`src/inc/speu_pkg.sv`:
```
// speu_pkg: register map, page types, result codes and states of the page writeback unit
// assumes a 32-bit Avalon-MM register bus and a same-clock page memory subsystem
package speu_pkg;
  // register byte offsets
  localparam logic [4:0] REG_CMD = 5'h00;
  localparam logic [4:0] REG_DESC_PTR = 5'h04;
  localparam logic [4:0] REG_TARGET_PTR = 5'h08;
  localparam logic [4:0] REG_SLOT_PTR = 5'h0C;
  localparam logic [4:0] REG_STATUS = 5'h10;
  localparam logic [4:0] REG_RESULT = 5'h14;
  localparam logic [4:0] REG_FAULT_ADDR = 5'h18;
  localparam logic [4:0] REG_VERSION = 5'h1C;
  // leaf index and privilege
  localparam logic [7:0] LEAF_WRITEBACK = 8'h0B;
  localparam logic [1:0] PRIV_KERNEL = 2'h0;
  // alignment low-bit widths: 32 B, 4 KB, 8 B, 128 B
  localparam int ALIGN_DESC = 5;
  localparam int ALIGN_PAGE = 12;
  localparam int ALIGN_SLOT = 3;
  localparam int ALIGN_META = 7;
  // page types
  localparam logic [2:0] TYPE_REGULAR = 3'h0;
  localparam logic [2:0] TYPE_THREAD_CONTROL = 3'h1;
  localparam logic [2:0] TYPE_TRIMMED = 3'h2;
  localparam logic [2:0] TYPE_SHADOW_STACK_FIRST = 3'h3;
  localparam logic [2:0] TYPE_SHADOW_STACK_REST = 3'h4;
  localparam logic [2:0] TYPE_CONTROL_PAGE = 3'h5;
  localparam logic [2:0] TYPE_VERSION_PAGE = 3'h6;
  // result codes
  localparam logic [31:0] RES_OK = 32'h0000_0000;
  localparam logic [31:0] ERR_NOT_BLOCKED = 32'h0000_0001;
  localparam logic [31:0] ERR_NOT_TRACKED = 32'h0000_0002;
  localparam logic [31:0] ERR_CHILD_PRESENT = 32'h0000_0003;
  localparam logic [31:0] ERR_SLOT_OCCUPIED = 32'h0000_0004;
  // hypervisor exit encoding
  localparam logic [7:0] CONFLICT_EXIT_REASON = 8'h01;
  localparam logic [7:0] PAGE_CONFLICT_QUALIFIER = 8'h01;
  // status bit positions
  localparam int ST_BUSY = 0;
  localparam int ST_DONE = 1;
  localparam int ST_GP = 2;
  localparam int ST_PF = 3;
  localparam int ST_VMEXIT = 4;
  localparam int ST_FLAGS = 8;
  // arithmetic flag positions within the six-bit flag field
  localparam int FL_SLOT = 0;
  localparam int FL_FAIL = 1;
  typedef enum logic [2:0] {
    S_IDLE = 3'b000,
    S_CHECK = 3'b001,
    S_TYPE = 3'b010,
    S_CRYPT = 3'b011,
    S_WRITE = 3'b100,
    S_COMMIT = 3'b101
  } speu_state_t;
endpackage

```
`src/rtl/speu_writeback.sv`:
```
// speu_writeback: sequencer for the privileged page writeback operation
// assumes operand facts, metadata and crypto engine sit on the same clock
//
// Local design decisions: the register addresses and register access over Avalon-MM.
`timescale 1ns/1ps
`default_nettype none
module speu_writeback (
  input wire logic clock,
  input wire logic rst_n,
  input wire logic [4:0] avs_address,
  input wire logic avs_read,
  input wire logic avs_write,
  input wire logic [31:0] avs_writedata,
  output logic [31:0] avs_readdata,
  output logic avs_waitrequest,
  input wire logic [1:0] priv_level,
  input wire logic guest_mode,
  input wire logic virt_ext_en,
  input wire logic target_in_cache,
  input wire logic slot_in_cache,
  input wire logic [31:0] target_phys_addr,
  input wire logic [31:0] desc_linear_addr_field,
  input wire logic [31:0] desc_ctrl_page_field,
  input wire logic [31:0] desc_meta_ptr,
  input wire logic [31:0] desc_dest_ptr,
  input wire logic target_conflict,
  input wire logic slot_page_changing,
  input wire logic meta_valid,
  input wire logic [2:0] meta_page_type,
  input wire logic meta_blocked,
  input wire logic [2:0] meta_access_perm_bits,
  input wire logic meta_pending,
  input wire logic meta_modified,
  input wire logic meta_perm_restrict_bit,
  input wire logic [31:0] meta_enclave_addr,
  input wire logic slot_page_valid,
  input wire logic [2:0] slot_page_type,
  input wire logic block_ok,
  input wire logic track_ok,
  input wire logic tracking_busy,
  input wire logic ctl_conflict,
  input wire logic child_present,
  input wire logic virtual_child_count_nz,
  input wire logic [31:0] owner_enclave_identifier,
  input wire logic [31:0] own_enclave_identifier,
  input wire logic slot_value_nz,
  input wire logic crypt_done,
  output logic crypt_start,
  output logic [63:0] crypt_counter,
  output logic [31:0] crypt_src_ptr,
  output logic [31:0] crypt_dest_ptr,
  output logic [31:0] crypt_tag_ptr,
  output logic [31:0] hdr_enclave_identifier,
  output logic [31:0] hdr_enclave_addr,
  output logic [2:0] hdr_page_type,
  output logic [2:0] hdr_access_perm_bits,
  output logic hdr_pending,
  output logic hdr_modified,
  output logic hdr_perm_restrict_bit,
  output logic meta_buf_we,
  output logic [31:0] meta_buf_enclave_identifier,
  output logic desc_linear_addr_field_we,
  output logic slot_we,
  output logic [31:0] slot_version_value,
  output logic invalidate_we,
  output logic vm_exit,
  output logic [7:0] vm_exit_reason,
  output logic [7:0] vm_exit_qualifier,
  output logic [31:0] vm_exit_phys,
  output logic [31:0] vm_exit_linear
);
  speu_pkg::speu_state_t state_q;
  logic [31:0] desc_ptr_q, target_ptr_q, slot_ptr_q, result_q, fault_addr_q;
  logic [31:0] version_q, page_crypto_metadata_id_q;
  logic [5:0] flags_q;
  logic done_q, gp_q, pf_q, vmx_q, resp_q;
  logic start_req, leaf_ok, owned;
  logic chk_gp, chk_pf, chk_vmx;
  logic [31:0] chk_pf_addr;

  // one wait cycle per access; readdata is registered for the release edge
  assign avs_waitrequest = (avs_read | avs_write) & ~resp_q;
  always_ff @(posedge clock) begin
    if (!rst_n) begin
      resp_q <= 1'b0;
    end else begin
      resp_q <= (avs_read | avs_write) & ~resp_q;
    end
  end

  always_ff @(posedge clock) begin
    if (!rst_n) begin
      avs_readdata <= 32'h0000_0000;
    end else if (avs_read && !resp_q) begin
      case (avs_address)
        speu_pkg::REG_DESC_PTR: avs_readdata <= desc_ptr_q;
        speu_pkg::REG_TARGET_PTR: avs_readdata <= target_ptr_q;
        speu_pkg::REG_SLOT_PTR: avs_readdata <= slot_ptr_q;
        speu_pkg::REG_STATUS: begin
          avs_readdata <= {18'h00000, flags_q, 3'h0, vmx_q, pf_q, gp_q, done_q,
                           state_q != speu_pkg::S_IDLE};
        end
        speu_pkg::REG_RESULT: avs_readdata <= result_q;
        speu_pkg::REG_FAULT_ADDR: avs_readdata <= fault_addr_q;
        speu_pkg::REG_VERSION: avs_readdata <= version_q;
        default: avs_readdata <= 32'h0000_0000;
      endcase
    end
  end

  // operands are frozen while an operation runs
  always_ff @(posedge clock) begin
    if (!rst_n) begin
      desc_ptr_q <= 32'h0000_0000;
      target_ptr_q <= 32'h0000_0000;
      slot_ptr_q <= 32'h0000_0000;
    end else if (avs_write && resp_q && state_q == speu_pkg::S_IDLE) begin
      if (avs_address == speu_pkg::REG_DESC_PTR) desc_ptr_q <= avs_writedata;
      if (avs_address == speu_pkg::REG_TARGET_PTR) target_ptr_q <= avs_writedata;
      if (avs_address == speu_pkg::REG_SLOT_PTR) slot_ptr_q <= avs_writedata;
    end
  end

  // writes commit only on the edge where waitrequest is low
  assign start_req = avs_write && resp_q && avs_address == speu_pkg::REG_CMD
                     && state_q == speu_pkg::S_IDLE;
  assign leaf_ok = avs_writedata[7:0] == speu_pkg::LEAF_WRITEBACK
                   && priv_level == speu_pkg::PRIV_KERNEL;
  assign owned = meta_page_type == speu_pkg::TYPE_REGULAR
                 || meta_page_type == speu_pkg::TYPE_THREAD_CONTROL
                 || meta_page_type == speu_pkg::TYPE_TRIMMED
                 || meta_page_type == speu_pkg::TYPE_SHADOW_STACK_FIRST
                 || meta_page_type == speu_pkg::TYPE_SHADOW_STACK_REST;

  // fault checks in the order the operation evaluates them; first hit wins
  always_comb begin
    chk_gp = 1'b0;
    chk_pf = 1'b0;
    chk_vmx = 1'b0;
    chk_pf_addr = 32'h0000_0000;
    if (desc_ptr_q[speu_pkg::ALIGN_DESC-1:0] != '0
        || target_ptr_q[speu_pkg::ALIGN_PAGE-1:0] != '0) begin
      chk_gp = 1'b1;
    end else if (!target_in_cache) begin
      chk_pf = 1'b1;
      chk_pf_addr = target_ptr_q;
    end else if (slot_ptr_q[speu_pkg::ALIGN_SLOT-1:0] != '0) begin
      chk_gp = 1'b1;
    end else if (!slot_in_cache) begin
      chk_pf = 1'b1;
      chk_pf_addr = slot_ptr_q;
    end else if (target_ptr_q[31:speu_pkg::ALIGN_PAGE]
                 == slot_ptr_q[31:speu_pkg::ALIGN_PAGE]) begin
      chk_gp = 1'b1;
    end else if (desc_linear_addr_field != '0 || desc_ctrl_page_field != '0) begin
      chk_gp = 1'b1;
    end else if (desc_meta_ptr[speu_pkg::ALIGN_META-1:0] != '0
                 || desc_dest_ptr[speu_pkg::ALIGN_PAGE-1:0] != '0) begin
      chk_gp = 1'b1;
    end else if (target_conflict) begin
      chk_vmx = guest_mode && virt_ext_en;
      chk_gp = !(guest_mode && virt_ext_en);
    end else if (slot_page_changing) begin
      chk_gp = 1'b1;
    end else if (!meta_valid) begin
      chk_pf = 1'b1;
      chk_pf_addr = target_ptr_q;
    end else if (!slot_page_valid || slot_page_type != speu_pkg::TYPE_VERSION_PAGE) begin
      chk_pf = 1'b1;
      chk_pf_addr = slot_ptr_q;
    end else if (owned && !block_ok) begin
      chk_gp = 1'b1;
    end else if (tracking_busy || ctl_conflict) begin
      chk_gp = 1'b1;
    end
  end

  // sequencer, result code, flags and exception status
  always_ff @(posedge clock) begin
    if (!rst_n) begin
      state_q <= speu_pkg::S_IDLE;
      result_q <= speu_pkg::RES_OK;
      flags_q <= 6'h00;
      done_q <= 1'b0;
      gp_q <= 1'b0;
      pf_q <= 1'b0;
      vmx_q <= 1'b0;
      fault_addr_q <= 32'h0000_0000;
    end else begin
      case (state_q)
        speu_pkg::S_IDLE: begin
          if (start_req) begin
            done_q <= 1'b0;
            gp_q <= !leaf_ok;
            pf_q <= 1'b0;
            vmx_q <= 1'b0;
            if (leaf_ok) state_q <= speu_pkg::S_CHECK;
            else done_q <= 1'b1;
          end
        end
        speu_pkg::S_CHECK: begin
          if (chk_gp || chk_pf || chk_vmx) begin
            gp_q <= chk_gp;
            pf_q <= chk_pf;
            vmx_q <= chk_vmx;
            fault_addr_q <= chk_pf ? chk_pf_addr : fault_addr_q;
            done_q <= 1'b1;
            state_q <= speu_pkg::S_IDLE;
          end else begin
            flags_q <= 6'h00;
            result_q <= speu_pkg::RES_OK;
            state_q <= speu_pkg::S_TYPE;
          end
        end
        speu_pkg::S_TYPE: begin
          // error exits leave pages and slot alone
          if (owned && !meta_blocked) begin
            result_q <= speu_pkg::ERR_NOT_BLOCKED;
            flags_q[speu_pkg::FL_FAIL] <= 1'b1;
            done_q <= 1'b1;
            state_q <= speu_pkg::S_IDLE;
          end else if (owned && !track_ok) begin
            result_q <= speu_pkg::ERR_NOT_TRACKED;
            flags_q[speu_pkg::FL_FAIL] <= 1'b1;
            done_q <= 1'b1;
            state_q <= speu_pkg::S_IDLE;
          end else if (meta_page_type == speu_pkg::TYPE_CONTROL_PAGE
                       && (child_present || (guest_mode && virt_ext_en
                       && virtual_child_count_nz))) begin
            result_q <= speu_pkg::ERR_CHILD_PRESENT;
            flags_q[speu_pkg::FL_FAIL] <= 1'b1;
            done_q <= 1'b1;
            state_q <= speu_pkg::S_IDLE;
          end else begin
            state_q <= speu_pkg::S_CRYPT;
          end
        end
        speu_pkg::S_CRYPT: begin
          if (crypt_done) state_q <= speu_pkg::S_WRITE;
        end
        speu_pkg::S_WRITE: begin
          if (slot_value_nz) begin
            result_q <= speu_pkg::ERR_SLOT_OCCUPIED;
            flags_q[speu_pkg::FL_SLOT] <= 1'b1;
          end
          state_q <= speu_pkg::S_COMMIT;
        end
        speu_pkg::S_COMMIT: begin
          done_q <= 1'b1;
          state_q <= speu_pkg::S_IDLE;
        end
        default: state_q <= speu_pkg::S_IDLE;
      endcase
    end
  end

  // authentication header and metadata identifier
  always_ff @(posedge clock) begin
    if (!rst_n) begin
      hdr_enclave_identifier <= 32'h0000_0000;
      hdr_enclave_addr <= 32'h0000_0000;
      hdr_page_type <= 3'h0;
      hdr_access_perm_bits <= 3'h0;
      hdr_pending <= 1'b0;
      hdr_modified <= 1'b0;
      hdr_perm_restrict_bit <= 1'b0;
      page_crypto_metadata_id_q <= 32'h0000_0000;
    end else if (state_q == speu_pkg::S_CHECK) begin
      hdr_enclave_identifier <= 32'h0000_0000;
      hdr_enclave_addr <= 32'h0000_0000;
      hdr_page_type <= 3'h0;
      hdr_access_perm_bits <= 3'h0;
      hdr_pending <= 1'b0;
      hdr_modified <= 1'b0;
      hdr_perm_restrict_bit <= 1'b0;
      page_crypto_metadata_id_q <= 32'h0000_0000;
    end else if (state_q == speu_pkg::S_TYPE) begin
      if (owned) begin
        hdr_enclave_identifier <= owner_enclave_identifier;
        page_crypto_metadata_id_q <= owner_enclave_identifier;
      end else if (meta_page_type == speu_pkg::TYPE_CONTROL_PAGE) begin
        hdr_enclave_identifier <= 32'h0000_0000;
        page_crypto_metadata_id_q <= own_enclave_identifier;
      end else begin
        hdr_enclave_identifier <= 32'h0000_0000;
        page_crypto_metadata_id_q <= 32'h0000_0000;
      end
      hdr_enclave_addr <= meta_enclave_addr;
      hdr_page_type <= meta_page_type;
      hdr_access_perm_bits <= meta_access_perm_bits;
      hdr_pending <= meta_pending;
      hdr_modified <= meta_modified;
      hdr_perm_restrict_bit <= meta_perm_restrict_bit;
    end
  end

  // version source: increments by one at each commit and wraps at 32 bits, so a value repeats after 2^32 commits
  always_ff @(posedge clock) begin
    if (!rst_n) begin
      version_q <= 32'h0000_0001;
    end else if (state_q == speu_pkg::S_COMMIT) begin
      version_q <= version_q + 32'h0000_0001;
    end
  end

  // crypto request and memory write strobes, all registered one-cycle pulses
  always_ff @(posedge clock) begin
    if (!rst_n) begin
      crypt_start <= 1'b0;
      crypt_counter <= 64'h0;
      crypt_src_ptr <= 32'h0000_0000;
      crypt_dest_ptr <= 32'h0000_0000;
      crypt_tag_ptr <= 32'h0000_0000;
      meta_buf_we <= 1'b0;
      meta_buf_enclave_identifier <= 32'h0000_0000;
      desc_linear_addr_field_we <= 1'b0;
      slot_we <= 1'b0;
      slot_version_value <= 32'h0000_0000;
      invalidate_we <= 1'b0;
    end else begin
      crypt_start <= state_q == speu_pkg::S_TYPE && state_q != speu_pkg::S_CRYPT
                     && !((owned && (!meta_blocked || !track_ok))
                     || (meta_page_type == speu_pkg::TYPE_CONTROL_PAGE
                     && (child_present || (guest_mode && virt_ext_en
                     && virtual_child_count_nz))));
      if (state_q == speu_pkg::S_TYPE) begin
        crypt_counter <= {version_q, 32'h0000_0000};
        crypt_src_ptr <= target_ptr_q;
        crypt_dest_ptr <= desc_dest_ptr;
        crypt_tag_ptr <= desc_meta_ptr;
      end
      // metadata and descriptor write after the tag exists
      meta_buf_we <= state_q == speu_pkg::S_CRYPT && crypt_done;
      desc_linear_addr_field_we <= state_q == speu_pkg::S_CRYPT && crypt_done;
      if (state_q == speu_pkg::S_CRYPT && crypt_done) begin
        meta_buf_enclave_identifier <= page_crypto_metadata_id_q;
      end
      // slot first, invalidation one cycle later
      slot_we <= state_q == speu_pkg::S_WRITE;
      // held after the op, since the version counter moves on at commit
      if (state_q == speu_pkg::S_WRITE) begin
        slot_version_value <= version_q;
      end
      invalidate_we <= state_q == speu_pkg::S_COMMIT;
    end
  end

  // hypervisor exit record for a target conflict in guest mode
  always_ff @(posedge clock) begin
    if (!rst_n) begin
      vm_exit <= 1'b0;
      vm_exit_reason <= 8'h00;
      vm_exit_qualifier <= 8'h00;
      vm_exit_phys <= 32'h0000_0000;
      vm_exit_linear <= 32'h0000_0000;
    end else begin
      vm_exit <= state_q == speu_pkg::S_CHECK && chk_vmx;
      if (state_q == speu_pkg::S_CHECK && chk_vmx) begin
        vm_exit_reason <= speu_pkg::CONFLICT_EXIT_REASON;
        vm_exit_qualifier <= speu_pkg::PAGE_CONFLICT_QUALIFIER;
        vm_exit_phys <= target_phys_addr;
        vm_exit_linear <= target_ptr_q;
      end
    end
  end

  a_bad_align_gp: assert property (@(posedge clock) disable iff (!rst_n)
    state_q == speu_pkg::S_CHECK && target_ptr_q[speu_pkg::ALIGN_PAGE-1:0] != '0
    |=> gp_q && done_q && state_q == speu_pkg::S_IDLE)
    else $error("misaligned target did not raise protection fault");
  a_same_page_gp: assert property (@(posedge clock) disable iff (!rst_n)
    state_q == speu_pkg::S_CHECK && !chk_pf && !chk_vmx
    && target_ptr_q[31:speu_pkg::ALIGN_PAGE] == slot_ptr_q[31:speu_pkg::ALIGN_PAGE] |=> gp_q)
    else $error("shared page not faulted");
  a_conflict_exit: assert property (@(posedge clock) disable iff (!rst_n)
    state_q == speu_pkg::S_CHECK && chk_vmx
    |=> vm_exit && !gp_q && vm_exit_linear == $past(target_ptr_q))
    else $error("conflict exit missing");
  a_not_blocked: assert property (@(posedge clock) disable iff (!rst_n)
    state_q == speu_pkg::S_TYPE && owned && !meta_blocked
    |=> result_q == speu_pkg::ERR_NOT_BLOCKED && flags_q[speu_pkg::FL_FAIL]
    ##1 !slot_we && !invalidate_we)
    else $error("not-blocked exit wrong");
  a_error_no_write: assert property (@(posedge clock) disable iff (!rst_n)
    state_q == speu_pkg::S_CHECK && (chk_gp || chk_pf || chk_vmx)
    |=> !crypt_start [*3])
    else $error("write activity after fault");
  a_counter_shift: assert property (@(posedge clock) disable iff (!rst_n)
    crypt_start |-> crypt_counter[31:0] == 32'h0000_0000 && crypt_counter[63:32] == version_q)
    else $error("counter not version shifted");
  a_slot_then_inval: assert property (@(posedge clock) disable iff (!rst_n)
    slot_we |=> invalidate_we)
    else $error("invalidate did not follow slot write");
  a_occupied_flag: assert property (@(posedge clock) disable iff (!rst_n)
    state_q == speu_pkg::S_WRITE && slot_value_nz
    |=> flags_q[speu_pkg::FL_SLOT] && slot_we)
    else $error("occupied slot handling wrong");
  a_version_moves: assert property (@(posedge clock) disable iff (!rst_n)
    invalidate_we |-> version_q == $past(version_q) + 32'h0000_0001)
    else $error("version not advanced");
  a_leaf_refused: assert property (@(posedge clock) disable iff (!rst_n)
    start_req && !leaf_ok |=> gp_q && state_q == speu_pkg::S_IDLE)
    else $error("wrong leaf accepted");
endmodule
`default_nettype wire

```
`config.mk`:
```
export PLATFORM = sky130hd
export DESIGN_NAME = speu_writeback
export DESIGN_NICKNAME = d
export VERILOG_FILES = /design/src/inc/speu_pkg.sv /design/src/rtl/speu_writeback.sv
export SDC_FILE = /design/constraint.sdc
export NUM_CORES = 1
export LEC_CHECK = 0
export BUFFER_PORTS_ARGS = -buffer_cell sky130_fd_sc_hd__buf_2
export CAP_MARGIN = 20
export CORE_AREA = 2 2 291 293
export DETAILED_ROUTE_END_ITERATION = 8
export DIE_AREA = 0 0 293 295
export PLACE_DENSITY_LB_ADDON = 0.1
export SYNTH_ARGS = -nofsm -noshare
export SYNTH_HDL_FRONTEND = slang
export SYNTH_SLANG_ARGS = --single-unit
export TNS_END_PERCENT = 5
```
`constraint.sdc`:
```
create_clock -name clock -period 3.7 [get_ports clock]
set_input_delay 0.555 -clock clock [delete_from_list [all_inputs] [get_ports clock]]
set_output_delay 0.555 -clock clock [all_outputs]
set_load 0.005 [all_outputs]
```
==> metrics.csv <==
metric,value,unit
finalCriticalPeriod,2.90,ns
leakage,11.7,nW
cts_buffers,70,
synth-seq-cells,572,
setup_violations,0,
die_w,293,um
maxSlewHeadroom,39.1,%
worstHoldEndpoint,hdr_enclave_addr[24],
viasPerCell,4.74,
whs_path_depth,3,
core,83200,um2
net-switching-power,3.08,mW
worstHoldPathType,in2reg,
yosys-top-cells-count,"nand2_1 (882), dfxtp_1 (572), a21oi_1 (502)",
route.detailed.drc,0,
synth-edff-count,0,
ys.flop_type,dfxtp_1,
p_int,10.4,mW
reg2regPathDepth,6,
synth.most_common_cell,nand2_1,
ir_worst_vdd,0.000311,V
synth_top_area_cell,dfxtp_1,
ys_seq_area_share,51.2,%
drt_iter0_drc,1327,
critPathLaunchType,flip-flop,
postLayoutCellArea,29000,um2
cts-root-buf,clkbuf_16,
outcome,"finished, final reports clean",
ant_nets,0,
cp-end-kind,flip-flop,
worstPathRequired,4.19,ns
critPathMaxFanout,65,
wl_per_cell,20.4,um
grt_overflow,0,
first_pass_iters,7,
cts_max_level,3,
layout-drive-gt1-share,27.1,%
ctsHoldBuffers,0,
min_from,meta_enclave_addr[24],
start_util,26.9,%
crit_arrival,3.39,ns
hold_viol,0,
layout.nets,3741,
std_cell_rows,106,
place_area,26800,um2
p_per_area,464,nW/um2
antenna_found_initial,11,
async_flop_share,0,%
grt_pass1_wl,134000,um
worst-slew-pin-transition,0.914,ns
clk_path_buf_depth,3,
dieArea,86400,um2
finClkSkew,0.0262,ns
clkTransAtPathRegs,0.06,ns
routed-via-count,21500,
finalCritPeriodShare,78.3,%
reg2reg_slack,0.80,ns
maxCapViolCount,0,
grt_pass1_vias,20400,
syn_inst,2804,
yosys_warnings,0,
dp_hpwl,65300,um
area_growth,29.8,%
comb_power_share,3.6,%
clkPwrFrac,50.6,%
slew_violations,0,
clock-sinks,572,
setup_tns,0,ns
rsz0062_at_grt,false,
cts_setup_buffers,0,
synth_area_leaders,"dfxtp_1 (51%), nand2_1 (15%), a21oi_1 (11%)",
sw_frac_of_total,22.8,%
p_seq_share,45.8,%
rr_endpoint,vm_exit_linear[3],
cts_tree,yes,
criticalPathCategory,reg2reg,
r2r_start,state_q[0],
ios,744,
dieHeight,295,um
port_buffers,697,
post_cts_resized,0,
globalplace.congestion,0.794,
finalWirelength,92500,um
grt_use_total,20.3,%
grt_max_degree,158,
clock_latency,0.61,ns
yosys.cell_types.count,63,
syn_area,22400,um2
synth.avg_cell_area,7.98,um2
yosys.area.top_type_share,51.2,%
max_freq,345,MHz
==> critical path, stage by stage (launching register included) <==
cell and delay (ns):
dfxtp_1 0.67, nand3b_1 0.38, nor3_2 0.46, or2b_1 0.31, or4_4 0.44, buf_12 0.22, and3_1 0.24
==> power by group through the flow <==
stage               registers (mW)  logic [mW]  clock network [mW]
global placement              6.30       0.486                   0
global route                  6.16       0.525                7.28
CTS                           6.17       0.487                7.03
detailed placement            6.30       0.485                   0
finish                        6.17       0.484                6.82
floorplan                     6.30       0.209                   0
==> worst max path at each step <==
stage	startpoint	to	slack [ns]
after global routing	state_q[0]	fault_addr_q[16]	0.63
after detailed placement	desc_dest_ptr[3]	vm_exit_linear[4]	0.31
after floorplan	desc_linear_addr_field[12]	vm_exit_phys[10]	1.20
after global placement	desc_dest_ptr[3]	vm_exit_linear[2]	0.33
after CTS	state_q[0]	vm_exit_linear[1]	0.80
final	state_q[0]	vm_exit_linear[3]	0.80
==> stage by stage <==
step | utilization (%) | hold slack, ns | cells | power, mW | setup WS, ns
floorplan | - | 0.431 | 2849 | 6.51 | 1.20
global placement | 32.2 | 0.438 | 4420 | 6.79 | 0.334
detailed placement | 32.2 | 0.441 | 4420 | 6.79 | 0.314
CTS | 34.9 | 0.137 | 4538 | 13.7 | 0.797
global route | 34.9 | 0.162 | 4539 | 14.0 | 0.626
finish | 34.9 | 0.184 | 4544 | 13.5 | 0.801
==> kinds of logic (layout without fill, tap and decap cells) <==
logic type	count (synthesis)	count (layout)	synth area share [%]
compound gates	656	656	16.8
xor+xnor	47	47	1.84
fa+ha+maj	1	1	0.0559
buf+inv	273	882	5.82
flops	572	572	51.2
mux	28	28	1.41
other cells	1	52	0.0168
simple gates	1226	1226	22.8
==> cells in the final DEF (no fill, tap or decap), types with 10 or more instances in the layout <==
cell	n
a31oi_1	10
clkbuf_16	71
conb_1	46
nand2_1	881
nand2_2	11
dfxtp_1	572
buf_12	13
mux2_2	28
nor3_1	44
a22oi_1	42
a21oi_1	502
clkbuf_1	15
xor2_1	38
nand4_1	14
clkbuf_8	17
nand3_1	48
buf_2	697
buf_4	44
nor2_1	126
o21ai_0	12
a221oi_1	32
a222oi_1	28
nor4_1	32
a21oi_2	11
and3_1	18
==> per-layer routing <==
| metal | share of wire, % | wire length (um) | global-route usage (%) |
|---|---|---|---|
| met2 | 48 | 44400 | 33.9 |
| met1 | 43 | 40100 | 26.1 |
| met3 | 6.2 | 5710 | 4.38 |
| met4 | 2.5 | 2280 | 6.25 |
| met5 | 0.067 | 62 | 0 |
==> state kept, by name (all words and copies together), names as in the netlist, 32 cells and up <==
name and flops:
crypt_dest_ptr 32, hdr_enclave_addr 32, desc_ptr_q 32, vm_exit_linear 32, crypt_counter 32, slot_version_value 32, meta_buf_enclave_identifier 32, crypt_tag_ptr 32
avs_readdata 32, hdr_enclave_identifier 32, fault_addr_q 32, version_q 32, crypt_src_ptr 32, slot_ptr_q 32, target_ptr_q 32, vm_exit_phys 32
page_crypto_metadata_id_q 32
==> final cells by class <==
class	count	area [um2]
inverters	10	45.0
well taps	1080	1350
clock buffers	103	2070
flip-flops and latches	572	11500
fillers	8947	54100
repair buffers	754	4080
clock inverters	15	184
diodes	6	15.0
multi-input cells	2004	9860
Power figures use the tool's default switching activity.
